==> src/hw/sim_pkg.sv <==
/*
 * sim_pkg: register map, field layout, reset values and timing counts
 * for the system control unit (interrupt mask, status, bus timer).
 * assumes a single 250 MHz clock domain.
 */
package sim_pkg;
    // register offsets, byte addresses on the plain register port
    localparam logic [7:0] OFF_SYS_MASK  = 8'h00;
    localparam logic [7:0] OFF_BUS_MASK  = 8'h04;
    localparam logic [7:0] OFF_SYS_STAT  = 8'h08;
    localparam logic [7:0] OFF_BUS_STAT  = 8'h0C;
    localparam logic [7:0] OFF_SOFT_IRQ  = 8'h10;
    localparam logic [7:0] OFF_CTRL      = 8'h14;
    localparam logic [7:0] OFF_TOUT_STAT = 8'h18;

    localparam int unsigned LEVELS      = 7;
    localparam logic [6:0]  MASK_RST    = 7'h00;
    // control register: bit 0 clears the soft level 1 request
    localparam int unsigned CTRL_CLR1   = 0;
    // fixed priority slots
    localparam int unsigned LVL_SOFT    = 1;
    localparam int unsigned LVL_TIMER   = 3;
    localparam int unsigned LVL_VEC_A   = 5;
    localparam int unsigned LVL_VEC_B   = 6;
    localparam int unsigned LVL_FAIL    = 7;

    // bus timer
    localparam int unsigned CLK_MHZ     = 250;
    localparam int unsigned TOUT_US     = 16;
    localparam int unsigned TOUT_CYC    = TOUT_US * CLK_MHZ;
endpackage

==> src/hw/sim_irq_if.sv <==
/*
 * sim_irq_if: request bundle carried from the top to the priority encoder.
 * assumes the top drives requests and the encoder returns a level.
 */
`timescale 1ns/1ps
interface sim_irq_if;
    logic [7:1] req;
    logic [2:0] ipl;
    logic       any;

    modport src (output req, input ipl, input any);
    modport enc (input req, output ipl, output any);
endinterface

==> src/hw/sim_prio_enc.sv <==
/*
 * sim_prio_enc: picks the highest pending enabled level.
 * assumes requests are already masked.
 */
`timescale 1ns/1ps
module sim_prio_enc (
    sim_irq_if.enc b
);
    always_comb begin
        b.ipl = 3'h0;
        for (int i = 1; i <= 7; i++) begin
            if (b.req[i]) begin
                b.ipl = 3'(i);
            end
        end
        b.any = |b.req;
    end
endmodule

==> src/hw/sim_bus_timer.sv <==
/*
 * sim_bus_timer: counts the length of each processor bus cycle.
 * assumes cyc_act is high from cycle start until termination.
 */
`timescale 1ns/1ps
module sim_bus_timer #(
    parameter int unsigned LIMIT = sim_pkg::TOUT_CYC
) (
    input  wire logic mclk,
    input  wire logic rst_n,
    input  wire logic ce,
    input  wire logic cyc_act,
    output logic      expired
);
    initial begin
        if (LIMIT < 2 || LIMIT > 65535) begin
            $error("bus timer limit out of range");
        end
    end

    logic [15:0] cnt_q;

    always_ff @(posedge mclk) begin
        if (!rst_n) begin
            cnt_q <= 16'h0000;
        end else if (ce) begin
            if (!cyc_act) begin
                cnt_q <= 16'h0000;
            end else if (cnt_q != 16'(LIMIT)) begin
                cnt_q <= cnt_q + 16'h0001;
            end
        end
    end

    // saturates at LIMIT so expired pulses only once per overlong cycle
    assign expired = (cnt_q == 16'(LIMIT - 1)) && cyc_act && ce;
endmodule

==> src/hw/sim_scu.sv <==
/*
 * sim_scu: system control unit. latches interrupt request levels from
 * on-board sources and expansion-bus cards, masks them, encodes the
 * processor priority, raises a soft level 1 and a bus-timeout level 3,
 * maps power fail to level 7 and times bus cycles for bus error.
 * assumes all inputs synchronous to mclk; ce freezes all state.
 */
// Operation
// - two mask registers gate on-board and expansion-bus requests
// - reset clears both mask registers, disabling every on-board and expansion-bus line
// - status register latches the seven request levels of each source
// - status shows raw lines, independent of the masks
// - write to a dedicated address raises autovectored level 1
// - only levels 5 and 6 are vectored, with acknowledge outputs
// - internal levels 1 and 3 fixed in priority, always autovectored
// - power fail gives level 7; otherwise only expansion cards
// - bus error when a bus cycle reaches 16 us
// - peripheral controller outputs enter as masked sources
`timescale 1ns/1ps
module sim_scu #(
    parameter int unsigned TOUT_CYC = sim_pkg::TOUT_CYC
) (
    input  wire logic        mclk,
    input  wire logic        rst_n,
    input  wire logic        ce,
    input  wire logic [7:0]  reg_addr,
    input  wire logic [31:0] reg_wdata,
    input  wire logic        reg_wr,
    input  wire logic        reg_rd,
    output logic      [31:0] reg_rdata,
    input  wire logic [7:1]  sys_irq,
    input  wire logic [7:1]  bus_irq,
    input  wire logic        pwr_fail,
    input  wire logic        cyc_act,
    input  wire logic        interrupt_acknowledge_out_cycle,
    input  wire logic [2:0]  interrupt_acknowledge_out_level,
    output logic      [2:0]  ipl,
    output logic             bus_err,
    output logic             avec,
    output logic             interrupt_acknowledge_out_5,
    output logic             interrupt_acknowledge_out_6
);
    initial begin
        if (TOUT_CYC < 2 || TOUT_CYC > 65535) begin
            $error("timeout count out of range");
        end
    end

    logic [7:1] sys_mask_q;
    logic [7:1] bus_mask_q;
    logic [7:1] sys_stat_q;
    logic [7:1] bus_stat_q;
    logic       soft_q;
    logic       tout_q;
    logic       expired;

    sim_bus_timer #(
        .LIMIT   (TOUT_CYC)
    ) u_tmr (
        .mclk    (mclk),
        .rst_n   (rst_n),
        .ce      (ce),
        .cyc_act (cyc_act),
        .expired (expired)
    );

    sim_irq_if irq ();
    sim_prio_enc u_enc (
        .b (irq)
    );

    // masks
    always_ff @(posedge mclk) begin
        if (!rst_n) begin
            sys_mask_q <= sim_pkg::MASK_RST;
            bus_mask_q <= sim_pkg::MASK_RST;
        end else if (ce && reg_wr) begin
            if (reg_addr == sim_pkg::OFF_SYS_MASK) begin
                sys_mask_q <= reg_wdata[6:0];
            end
            if (reg_addr == sim_pkg::OFF_BUS_MASK) begin
                bus_mask_q <= reg_wdata[6:0];
            end
        end
    end

    // raw latched request levels; on-board set includes peripheral
    // controller outputs, so they pass the mask like any other line
    always_ff @(posedge mclk) begin
        if (!rst_n) begin
            sys_stat_q <= 7'h00;
            bus_stat_q <= 7'h00;
        end else if (ce) begin
            sys_stat_q <= sys_irq;
            bus_stat_q <= bus_irq;
        end
    end

    // soft level 1: set by write, cleared by control; set wins
    always_ff @(posedge mclk) begin
        if (!rst_n) begin
            soft_q <= 1'b0;
        end else if (ce) begin
            if (reg_wr && reg_addr == sim_pkg::OFF_SOFT_IRQ) begin
                soft_q <= 1'b1;
            end else if (reg_wr && reg_addr == sim_pkg::OFF_CTRL
                         && reg_wdata[sim_pkg::CTRL_CLR1]) begin
                soft_q <= 1'b0;
            end
        end
    end

    // bus timeout flag drives the internal level 3; sticky until cleared
    always_ff @(posedge mclk) begin
        if (!rst_n) begin
            tout_q <= 1'b0;
        end else if (ce) begin
            if (expired) begin
                tout_q <= 1'b1;
            end else if (reg_wr && reg_addr == sim_pkg::OFF_TOUT_STAT) begin
                tout_q <= 1'b0;
            end
        end
    end

    // bus error output held while the overlong cycle stays open
    always_ff @(posedge mclk) begin
        if (!rst_n) begin
            bus_err <= 1'b0;
        end else if (ce) begin
            bus_err <= (expired || bus_err) && cyc_act;
        end
    end

    // masked request vector; level 7 from power fail bypasses masking
    // because a failing supply must never be hidden
    logic [7:1] sys_en;
    logic [7:1] bus_en;
    logic [7:1] req_all;
    always_comb begin
        sys_en  = sys_stat_q & sys_mask_q;
        bus_en  = bus_stat_q & bus_mask_q;
        req_all = bus_en;
        // on-board level 7 is not a legal source
        req_all[6:1] = req_all[6:1] | sys_en[6:1];
        req_all[sim_pkg::LVL_SOFT]  = req_all[1] | soft_q;
        req_all[sim_pkg::LVL_TIMER] = req_all[3] | tout_q;
        req_all[sim_pkg::LVL_FAIL]  = req_all[7] | pwr_fail;
    end
    assign irq.req = req_all;

    always_ff @(posedge mclk) begin
        if (!rst_n) begin
            ipl <= 3'h0;
        end else if (ce) begin
            ipl <= irq.ipl;
        end
    end

    // acknowledge: 5 and 6 vectored externally, all else autovectored
    always_ff @(posedge mclk) begin
        if (!rst_n) begin
            avec                        <= 1'b0;
            interrupt_acknowledge_out_5 <= 1'b0;
            interrupt_acknowledge_out_6 <= 1'b0;
        end else if (ce) begin
            interrupt_acknowledge_out_5 <= interrupt_acknowledge_out_cycle
                && interrupt_acknowledge_out_level == 3'(sim_pkg::LVL_VEC_A);
            interrupt_acknowledge_out_6 <= interrupt_acknowledge_out_cycle
                && interrupt_acknowledge_out_level == 3'(sim_pkg::LVL_VEC_B);
            avec <= interrupt_acknowledge_out_cycle && interrupt_acknowledge_out_level != 3'(sim_pkg::LVL_VEC_A)
                && interrupt_acknowledge_out_level != 3'(sim_pkg::LVL_VEC_B);
        end
    end

    // read port: data in the cycle after the strobe only
    always_ff @(posedge mclk) begin
        if (!rst_n) begin
            reg_rdata <= 32'h0000_0000;
        end else if (ce) begin
            reg_rdata <= 32'h0000_0000;
            if (reg_rd) begin
                unique case (reg_addr)
                    sim_pkg::OFF_SYS_MASK:  reg_rdata[6:0] <= sys_mask_q;
                    sim_pkg::OFF_BUS_MASK:  reg_rdata[6:0] <= bus_mask_q;
                    sim_pkg::OFF_SYS_STAT:  reg_rdata[6:0] <= sys_stat_q;
                    sim_pkg::OFF_BUS_STAT:  reg_rdata[6:0] <= bus_stat_q;
                    sim_pkg::OFF_SOFT_IRQ:  reg_rdata[0]   <= soft_q;
                    sim_pkg::OFF_TOUT_STAT: reg_rdata[0]   <= tout_q;
                    default:                reg_rdata      <= 32'h0000_0000;
                endcase
            end
        end
    end

    // checks
    property p_mask_reset;
        @(posedge mclk)
        !rst_n |=> sys_mask_q == 7'h00 && bus_mask_q == 7'h00;
    endproperty
    a_mask_reset: assert property (p_mask_reset)
        else $error("mask not cleared");

    property p_mask_hold;
        @(posedge mclk) disable iff (!rst_n)
        ce && !reg_wr |=> $stable(sys_mask_q) && $stable(bus_mask_q);
    endproperty
    a_mask_hold: assert property (p_mask_hold)
        else $error("mask moved without write");

    property p_stat_raw;
        @(posedge mclk) disable iff (!rst_n)
        ce |=> sys_stat_q == $past(sys_irq);
    endproperty
    a_stat_raw: assert property (p_stat_raw)
        else $error("status not raw");

    property p_bus_raw;
        @(posedge mclk) disable iff (!rst_n)
        ce |=> bus_stat_q == $past(bus_irq);
    endproperty
    a_bus_raw: assert property (p_bus_raw)
        else $error("bus status not raw");

    property p_stat_rd;
        @(posedge mclk) disable iff (!rst_n)
        ce && reg_rd && reg_addr == sim_pkg::OFF_SYS_STAT
        |=> reg_rdata[6:0] == $past(sys_stat_q);
    endproperty
    a_stat_rd: assert property (p_stat_rd)
        else $error("status read wrong");

    property p_soft_lvl;
        @(posedge mclk) disable iff (!rst_n)
        (ce && reg_wr && reg_addr == sim_pkg::OFF_SOFT_IRQ) ##1 ce
        |=> ipl != 3'h0;
    endproperty
    a_soft_lvl: assert property (p_soft_lvl)
        else $error("no level 1");

    property p_soft_clr;
        @(posedge mclk) disable iff (!rst_n)
        ce && reg_wr && reg_addr == sim_pkg::OFF_CTRL
        && reg_wdata[sim_pkg::CTRL_CLR1] |=> !soft_q;
    endproperty
    a_soft_clr: assert property (p_soft_clr)
        else $error("soft request not cleared");

    // power fail skips the status latch, so level 7 shows one cycle on
    property p_fail7;
        @(posedge mclk) disable iff (!rst_n)
        ce && pwr_fail |=> ipl == 3'h7;
    endproperty
    a_fail7: assert property (p_fail7)
        else $error("power fail not 7");

    property p_no_board7;
        @(posedge mclk) disable iff (!rst_n)
        ce && !pwr_fail && !bus_en[7] |=> ipl != 3'h7;
    endproperty
    a_no_board7: assert property (p_no_board7)
        else $error("level 7 from a board source");

    property p_masked;
        @(posedge mclk) disable iff (!rst_n)
        ce && !irq.any |=> ipl == 3'h0;
    endproperty
    a_masked: assert property (p_masked)
        else $error("ipl without request");

    property p_tout3;
        @(posedge mclk) disable iff (!rst_n)
        ce && tout_q && req_all[7:4] == 4'h0 |=> ipl == 3'h3;
    endproperty
    a_tout3: assert property (p_tout3)
        else $error("timeout not level 3");

    property p_berr;
        @(posedge mclk) disable iff (!rst_n)
        bus_err |-> $past(cyc_act);
    endproperty
    a_berr: assert property (p_berr)
        else $error("bus error off cycle");

    property p_berr_set;
        @(posedge mclk) disable iff (!rst_n)
        ce && expired |=> bus_err && tout_q;
    endproperty
    a_berr_set: assert property (p_berr_set)
        else $error("expiry without bus error");

    property p_vec;
        @(posedge mclk) disable iff (!rst_n)
        ce && interrupt_acknowledge_out_cycle && interrupt_acknowledge_out_level == 3'h5
        |=> interrupt_acknowledge_out_5 && !avec;
    endproperty
    a_vec: assert property (p_vec)
        else $error("level 5 not vectored");

    property p_vec6;
        @(posedge mclk) disable iff (!rst_n)
        ce && interrupt_acknowledge_out_cycle && interrupt_acknowledge_out_level == 3'h6
        |=> interrupt_acknowledge_out_6 && !avec;
    endproperty
    a_vec6: assert property (p_vec6)
        else $error("level 6 not vectored");

    property p_avec3;
        @(posedge mclk) disable iff (!rst_n)
        ce && interrupt_acknowledge_out_cycle && interrupt_acknowledge_out_level == 3'h3 |=> avec
        && !interrupt_acknowledge_out_5 && !interrupt_acknowledge_out_6;
    endproperty
    a_avec3: assert property (p_avec3)
        else $error("level 3 not auto");

    property p_avec1;
        @(posedge mclk) disable iff (!rst_n)
        ce && interrupt_acknowledge_out_cycle && interrupt_acknowledge_out_level == 3'h1 |=> avec
        && !interrupt_acknowledge_out_5 && !interrupt_acknowledge_out_6;
    endproperty
    a_avec1: assert property (p_avec1)
        else $error("level 1 not auto");

    property p_ack_idle;
        @(posedge mclk) disable iff (!rst_n)
        ce && !interrupt_acknowledge_out_cycle |=> !avec && !interrupt_acknowledge_out_5
        && !interrupt_acknowledge_out_6;
    endproperty
    a_ack_idle: assert property (p_ack_idle)
        else $error("acknowledge outside cycle");

    property p_freeze;
        @(posedge mclk) disable iff (!rst_n)
        !ce |=> $stable(ipl) && $stable(soft_q) && $stable(sys_mask_q);
    endproperty
    a_freeze: assert property (p_freeze)
        else $error("state moved while frozen");

    property p_rd_idle;
        @(posedge mclk) disable iff (!rst_n)
        ce && !reg_rd |=> reg_rdata == 32'h0000_0000;
    endproperty
    a_rd_idle: assert property (p_rd_idle)
        else $error("read data without read");

    c_soft:  cover property (@(posedge mclk) soft_q);
    c_berr:  cover property (@(posedge mclk) bus_err);
    c_fail:  cover property (@(posedge mclk) ipl == 3'h7);
    c_vec5:  cover property (@(posedge mclk) interrupt_acknowledge_out_5);
    c_tout:  cover property (@(posedge mclk) tout_q && ipl == 3'h3);
endmodule

==> config.mk <==
export PLATFORM = sky130hd
export DESIGN_NAME = sim_scu
export DESIGN_NICKNAME = d
export VERILOG_FILES = /design/src/hw/sim_pkg.sv /design/src/hw/sim_irq_if.sv /design/src/hw/sim_prio_enc.sv /design/src/hw/sim_bus_timer.sv /design/src/hw/sim_scu.sv
export SDC_FILE = /design/constraint.sdc
export NUM_CORES = 1
export LEC_CHECK = 0
export ABC_AREA = 1
export BUFFER_PORTS_ARGS = -buffer_cell sky130_fd_sc_hd__buf_2
export CAP_MARGIN = 20
export CORE_MARGIN = 5
export CORE_UTILIZATION = 35
export CTS_CLUSTER_SIZE = 10
export DETAILED_ROUTE_END_ITERATION = 6
export SYNTH_ARGS = -nofsm -noshare
export SYNTH_HDL_FRONTEND = slang
export SYNTH_SLANG_ARGS = --single-unit
==> constraint.sdc <==
create_clock -name mclk -period 1.58 [get_ports mclk]
set_input_delay 0.158 -clock mclk [delete_from_list [all_inputs] [get_ports mclk]]
set_output_delay 0.158 -clock mclk [all_outputs]
set_load 0.005 [all_outputs]
## Yosys cells after proc, flatten, opt, wreduce, memory -nomap -nowiden

Cells that the tools add are included.

| storage, ports and cells | value |
|---|---|
| RAM bits | 0 |
| latch bits | 0 |
| memories | 0 |
| bits in registers | 85 |
| ROM bits | 0 |
| output and inout port bits | 39 |

| cells by class | value |
|---|---|
| div/mod/pow operators | 0 |
| add/subtract/negate cells | 1 |
| bitwise logic cells | 6 |
| shift operators | 0 |
| reductions and logical operators | 21 |
| magnitude comparators | 0 |
| equality and inequality tests | 13 |
| multiplexer cells | 16 |
| $mul | 0 |

Operator list:

| cell | count |
|---|---|
| 2-to-1 mux 16 bit | 2 |
| equality test 8 x 5 -> 1 bit, second input constant | 3 |
| case mux 6 bit (4 select lines) | 1 |
| adder 16 x 1 -> 16 bit, second input constant | 1 |
| equality test 16 x 12 -> 1 bit, second input constant | 1 |
| equality test 8 x 4 -> 1 bit, second input constant | 2 |
| inequality test 16 x 12 -> 1 bit, second input constant | 1 |
| logical AND 1 bit | 12 |
| 2-to-1 mux 3 bit | 4 |
| AND reduction 2 bit | 5 |
| equality test 8 x 3 -> 1 bit, second input constant | 1 |
| logical NOT 8 bit | 1 |
| AND 7 bit | 1 |
| 2-to-1 mux 7 bit | 1 |
| AND 6 bit | 1 |
| equality test 3 bit, second input constant | 2 |
| inequality test 3 bit, second input constant | 2 |
| OR 6 bit | 1 |
| case mux 1 bit (6 select lines) | 1 |
| 2-to-1 mux 1 bit | 5 |
| 2-to-1 mux 2 bit | 2 |
| nonzero test 2 bit | 2 |
| OR 1 bit | 3 |
| inequality test 2 x 1 -> 1 bit, second input constant | 1 |
| logical OR 1 bit | 1 |

## Depth between registers and ports, before layout

| logic depth | value |
|---|---|
| word-level depth | 10 |
| mapped depth | 11 |

## Cells and area by module

A second synthesis with hierarchy kept.

| unflattened totals | value |
|---|---|
| cells, all modules | 512 |
| area total of the unflattened synthesis | 3434.5 sq um |

Modules (own cells, without submodules):

| module | area each (sq um) | instances | cells each |
|---|---|---|---|
| sim_scu | 2222.1 | 1 | 307 |
| sim_bus_timer | 1118.6 | 1 | 186 |
| sim_prio_enc | 93.8 | 1 | 19 |

## Worst setup path after synthesis

No wires, ideal clock.

| path | value |
|---|---|
| kind | flip-flop to flip-flop |
| start | reg u_tmr.cnt_q[0] |
| end | reg u_tmr.cnt_q[12] |
| required time | 1.467 ns |
| arrival time | 1.193 ns |
| cell stages (with the launch flop) | 9 |
| setup slack | 0.274 ns |
| path buffers | 0 |
| cells stage by stage | dfxtp_1 ha_1 nand2_1 nor2_1 nand2_1 nor2_1 nand3_1 nor2_1 nor2_1 |

| on the way | value |
|---|---|
| longest elaborated chain between the ends | 3 |
| elaborated cells on any way between the ends | 6 |
| those cells by class | add/sub (1); eq/ne (2); mux (2); reduce/logical (1) |

Ends and longest elaborated chain:

| what | RTL line | text |
|---|---|---|
| from (decl) | sim_bus_timer.sv:21 | `logic [15:0] cnt_q;` |
| from (signal assigned) | sim_bus_timer.sv:30 | `cnt_q <= cnt_q + 16'h0001;` |
| adder 16 x 1 -> 16 bit or inequality test 16 x 12 -> 1 bit (tied branches) | sim_bus_timer.sv:30, sim_bus_timer.sv:29 |  |
| 2-to-1 mux 16 bit or inequality test 2 x 1 -> 1 bit (tied branches) | -- |  |
| 2-to-1 mux 16 bit or AND reduction 2 bit (tied branches) | -- |  |

Several ways; a longest one is shown, not always the timed one. The select of a mux whose other input is x is not followed.
A chain may end at the register's enable or synchronous reset.

## Worst setup path in the final report

| path | value |
|---|---|
| start | reg u_tmr.cnt_q[0] |
| end | reg u_tmr.cnt_q[11] |

The elaborated chain is that of the path after synthesis.

==> results.json <==
{
  "power_leakage_nw": 1.71,
  "grt_util_met3_pct": 4.65,
  "cp.depth": 10,
  "synth-seq-cells": 60,
  "endpoint": "u_tmr.cnt_q[11]$_SDFFE_PN0P_",
  "ant_nets": 0,
  "seq_area_mm2": 0.00120,
  "overflow": 0,
  "outcome": "complete, no violations",
  "arrival_ps": 1640,
  "avgSynthCellArea_um2": 6.68,
  "synth_area_mm2": 0.00321,
  "clk_pin_slew_worst_paths_ps": 70,
  "drv_slew": 0,
  "final_core_utilization_pct": 42.0,
  "netlist_instances": 481,
  "placed_cells_incl_taps": 650,
  "cts_sinks": 60,
  "period_share_pct": 89.2,
  "routedWlPerCell_um": 12.5,
  "grt_pass1_vias": 2867,
  "rr_startpoint": "u_tmr.cnt_q[0]$_SDFFE_PN0P_",
  "hold_ws_ps": 55.8,
  "path_class": "reg -> reg",
  "clockBufferDepth": 2,
  "cp_max_fo": 15,
  "ys_seq_area_share_pct": 37.4,
  "rsz0062_at_grt": "no",
  "vias": 3149,
  "path_delay_family": "simple AND/OR/NAND/NOR gates",
  "cts_root_buf": "clkbuf_8",
  "num-fill-cells": 969,
  "gr-usage-met1_pct": 18.8,
  "drv_cap": 0,
  "insertion_delay_ps": 340,
  "dr.pass1.iters": 5,
  "fin_worst_skew_ps": 10.5,
  "synth.lib_cells_used.distinct": 35,
  "grt_max_degree": 36,
  "route.detailed.drc": 0,
  "top_usage_layer": "met2",
  "multi_input_area_mm2": 0.00163,
  "reg2reg_to": "u_tmr.cnt_q[11]$_SDFFE_PN0P_",
  "row_count": 35,
  "antenna_found_initial": 0,
  "hp-class": "in -> reg",
  "cp-start-kind": "register",
  "die_w_um": 106,
  "min_from": "bus_irq[7]",
  "floorplan.initialDensity_pct": 35.3,
  "powerDensity_mw_per_mm2": 876,
  "grt_use_met2_pct": 25.9,
  "finalNonFillerCells": 666,
  "pre_cts_ws_ps": 96.1,
  "drive_above_1_share_pct": 20.2,
  "layout_min_cycle_time_ps": 1410,
  "first_iter_violations": 143,
  "finalNetCount": 617,
  "core_region_area_mm2": 0.00911,
  "ctsResizeCount": 0,
  "die_h_um": 106,
  "wl_um": 8300,
  "finalHoldViolCount": 0,
  "slowest_delay_ps": 350,
  "setup_violations": 0,
  "worstSetupStartpoint": "u_tmr.cnt_q[0]$_SDFFE_PN0P_",
  "grt_pass1_wl_um": 13800,
  "yosys_warnings": 0,
  "gr-usage-all-layers_pct": 15.3,
  "rrSetupSlack_ps": 170,
  "worst-r2r-cell-count": 10,
  "end_kind": "register",
  "place_congestion": 0.891,
  "final_common_cell": "nand2_1",
  "fmax_ghz": 0.710,
  "irDropWorstVdd_mv": 0.354,
  "worstPathRequired_ps": 1810,
  "cts_setup_buffers": 0,
  "synth_top_cell_area_share_pct": 37.4,
  "portBuffers": 53,
  "diodes": 0,
  "numCtsBuffers": 9,
  "dpl.hpwl_um": 6280,
  "vias_per_cell": 4.73,
  "yosys.area.top_type": "dfxtp_1",
  "die_area_mm2": 0.0112,
  "crit_buf_inv": 2,
  "cts_tree": "yes",
  "synthTopCellsByArea": "dfxtp_1, nand2_1, o21ai_0",
  "ios": 104,
  "setup_tns_ps": 0,
  "syn2layout_area_growth_pct": 19.1,
  "htreeDepth": 3,
  "final_cell_mix": "nand2_1, dfxtp_1, inv_1, buf_2, o21ai_0",
  "cp_cell_sequence": "inv_1, ha_1, nand4_1, nor2_2, nand2_2, nand2_4, inv_6, nand2_1, nor3_1, nor2_1",
  "finalWorstSetupSlack_ps": 171,
  "holdBufCountCts": 0,
  "slowest_stage": "dfxtp_2"
}
layout make-up:
cell class / instances / share of cell area, %
Timing Repair Buffer: 73 / 10.8
Tap cell: 111 / 3.63
Multi-Input combinational cell: 348 / 42.6
Inverter: 58 / 5.82
Sequential cell: 60 / 31.5
Clock inverter: 7 / 2.39
Clock buffer: 9 / 3.24
where the power goes:
part | total, W | internal, W | leakage (nW) | switching [W]
clock network | 0.00151 | 0.000881 | 0.109 | 0.000631
logic | 0.000271 | 0.0000986 | 1.11 | 0.000173
registers | 0.00157 | 0.00155 | 0.489 | 0.0000219
total | 0.00335 | 0.00253 | 1.71 | 0.000825
worst min-delay path by stage:
stage,to,cells past startpoint
detailed placement,bus_stat_q[7]$_SDFFE_PN0P_,3
CTS,bus_stat_q[7]$_SDFFE_PN0P_,3
finish,bus_stat_q[7]$_SDFFE_PN0P_,3
floorplan,bus_stat_q[1]$_SDFFE_PN0P_,2
global placement,bus_stat_q[7]$_SDFFE_PN0P_,3
global route,sys_stat_q[1]$_SDFFE_PN0P_,3
Yosys cell counts:
cell and number:
nand2_1 104, dfxtp_1 60, inv_1 53, o21ai_0 48, nor2_1 47, a21oi_1 43, nand3_1 32, buf_4 27
nand4_1 10, clkbuf_1 8, nor3_1 7, nor2_2 5, a211oi_1 4, buf_2 3, nand2_2 3, a21oi_2 2
clkinv_1 2, ha_1 2, inv_2 2, nand3b_1 2, nor2_4 2, o21ai_1 2, a21o_1 1, a2bb2oi_1 1
a31o_2 1, and2_0 1, and2_1 1, buf_6 1, conb_1 1, inv_4 1, nand2_4 1, nand3_2 1
nor4_1 1, o211ai_1 1, o21bai_1 1
kinds of logic (layout without fill, tap and decap cells):
family | count (synthesis) | after routing | synth area share [%]
and+or+nand+nor | 217 | 217 | 29.6
AOI/OAI and AO/OA | 104 | 104 | 17.2
buffers and inverters | 97 | 147 | 14.9
DFF | 60 | 60 | 37.4
adders and majority gates | 2 | 2 | 0.778
other | 1 | 25 | 0.117
metrics by stage:
| stage | total power (W) | cell area (um^2) |
|---|---|---|
| 4_1_cts | 0.00340 | 3810 |
| 2_1_floorplan | 0.00180 | 3300 |
| 3_3_place_gp | 0.00187 | 3600 |
| 6_report | 0.00335 | 3830 |
| 5_1_grt | 0.00353 | 3830 |
| 3_5_place_dp | 0.00188 | 3600 |
state kept, by name, summed over array words and instances, names as in the netlist:
register	count
avec	1
bus_err	1
bus_mask_q	7
bus_stat_q	7
interrupt_acknowledge_out_5	1
interrupt_acknowledge_out_6	1
ipl	3
reg_rdata	7
soft_q	1
sys_mask_q	7
sys_stat_q	7
tout_q	1
u_tmr.cnt_q	16
tightest hold or removal path, cell delays in order:
cell    delay, ps
buf_2          80
nor2_1         30
nor2_1         90
layer usage:
metal / wire, um / vias up
li1: - / 1645
met1: 3700 / 1418
met2: 4100 / 79
met3: 430 / 7
met4: 69 / 0
met5: 0 / -
Power figures use the tool's default switching activity.
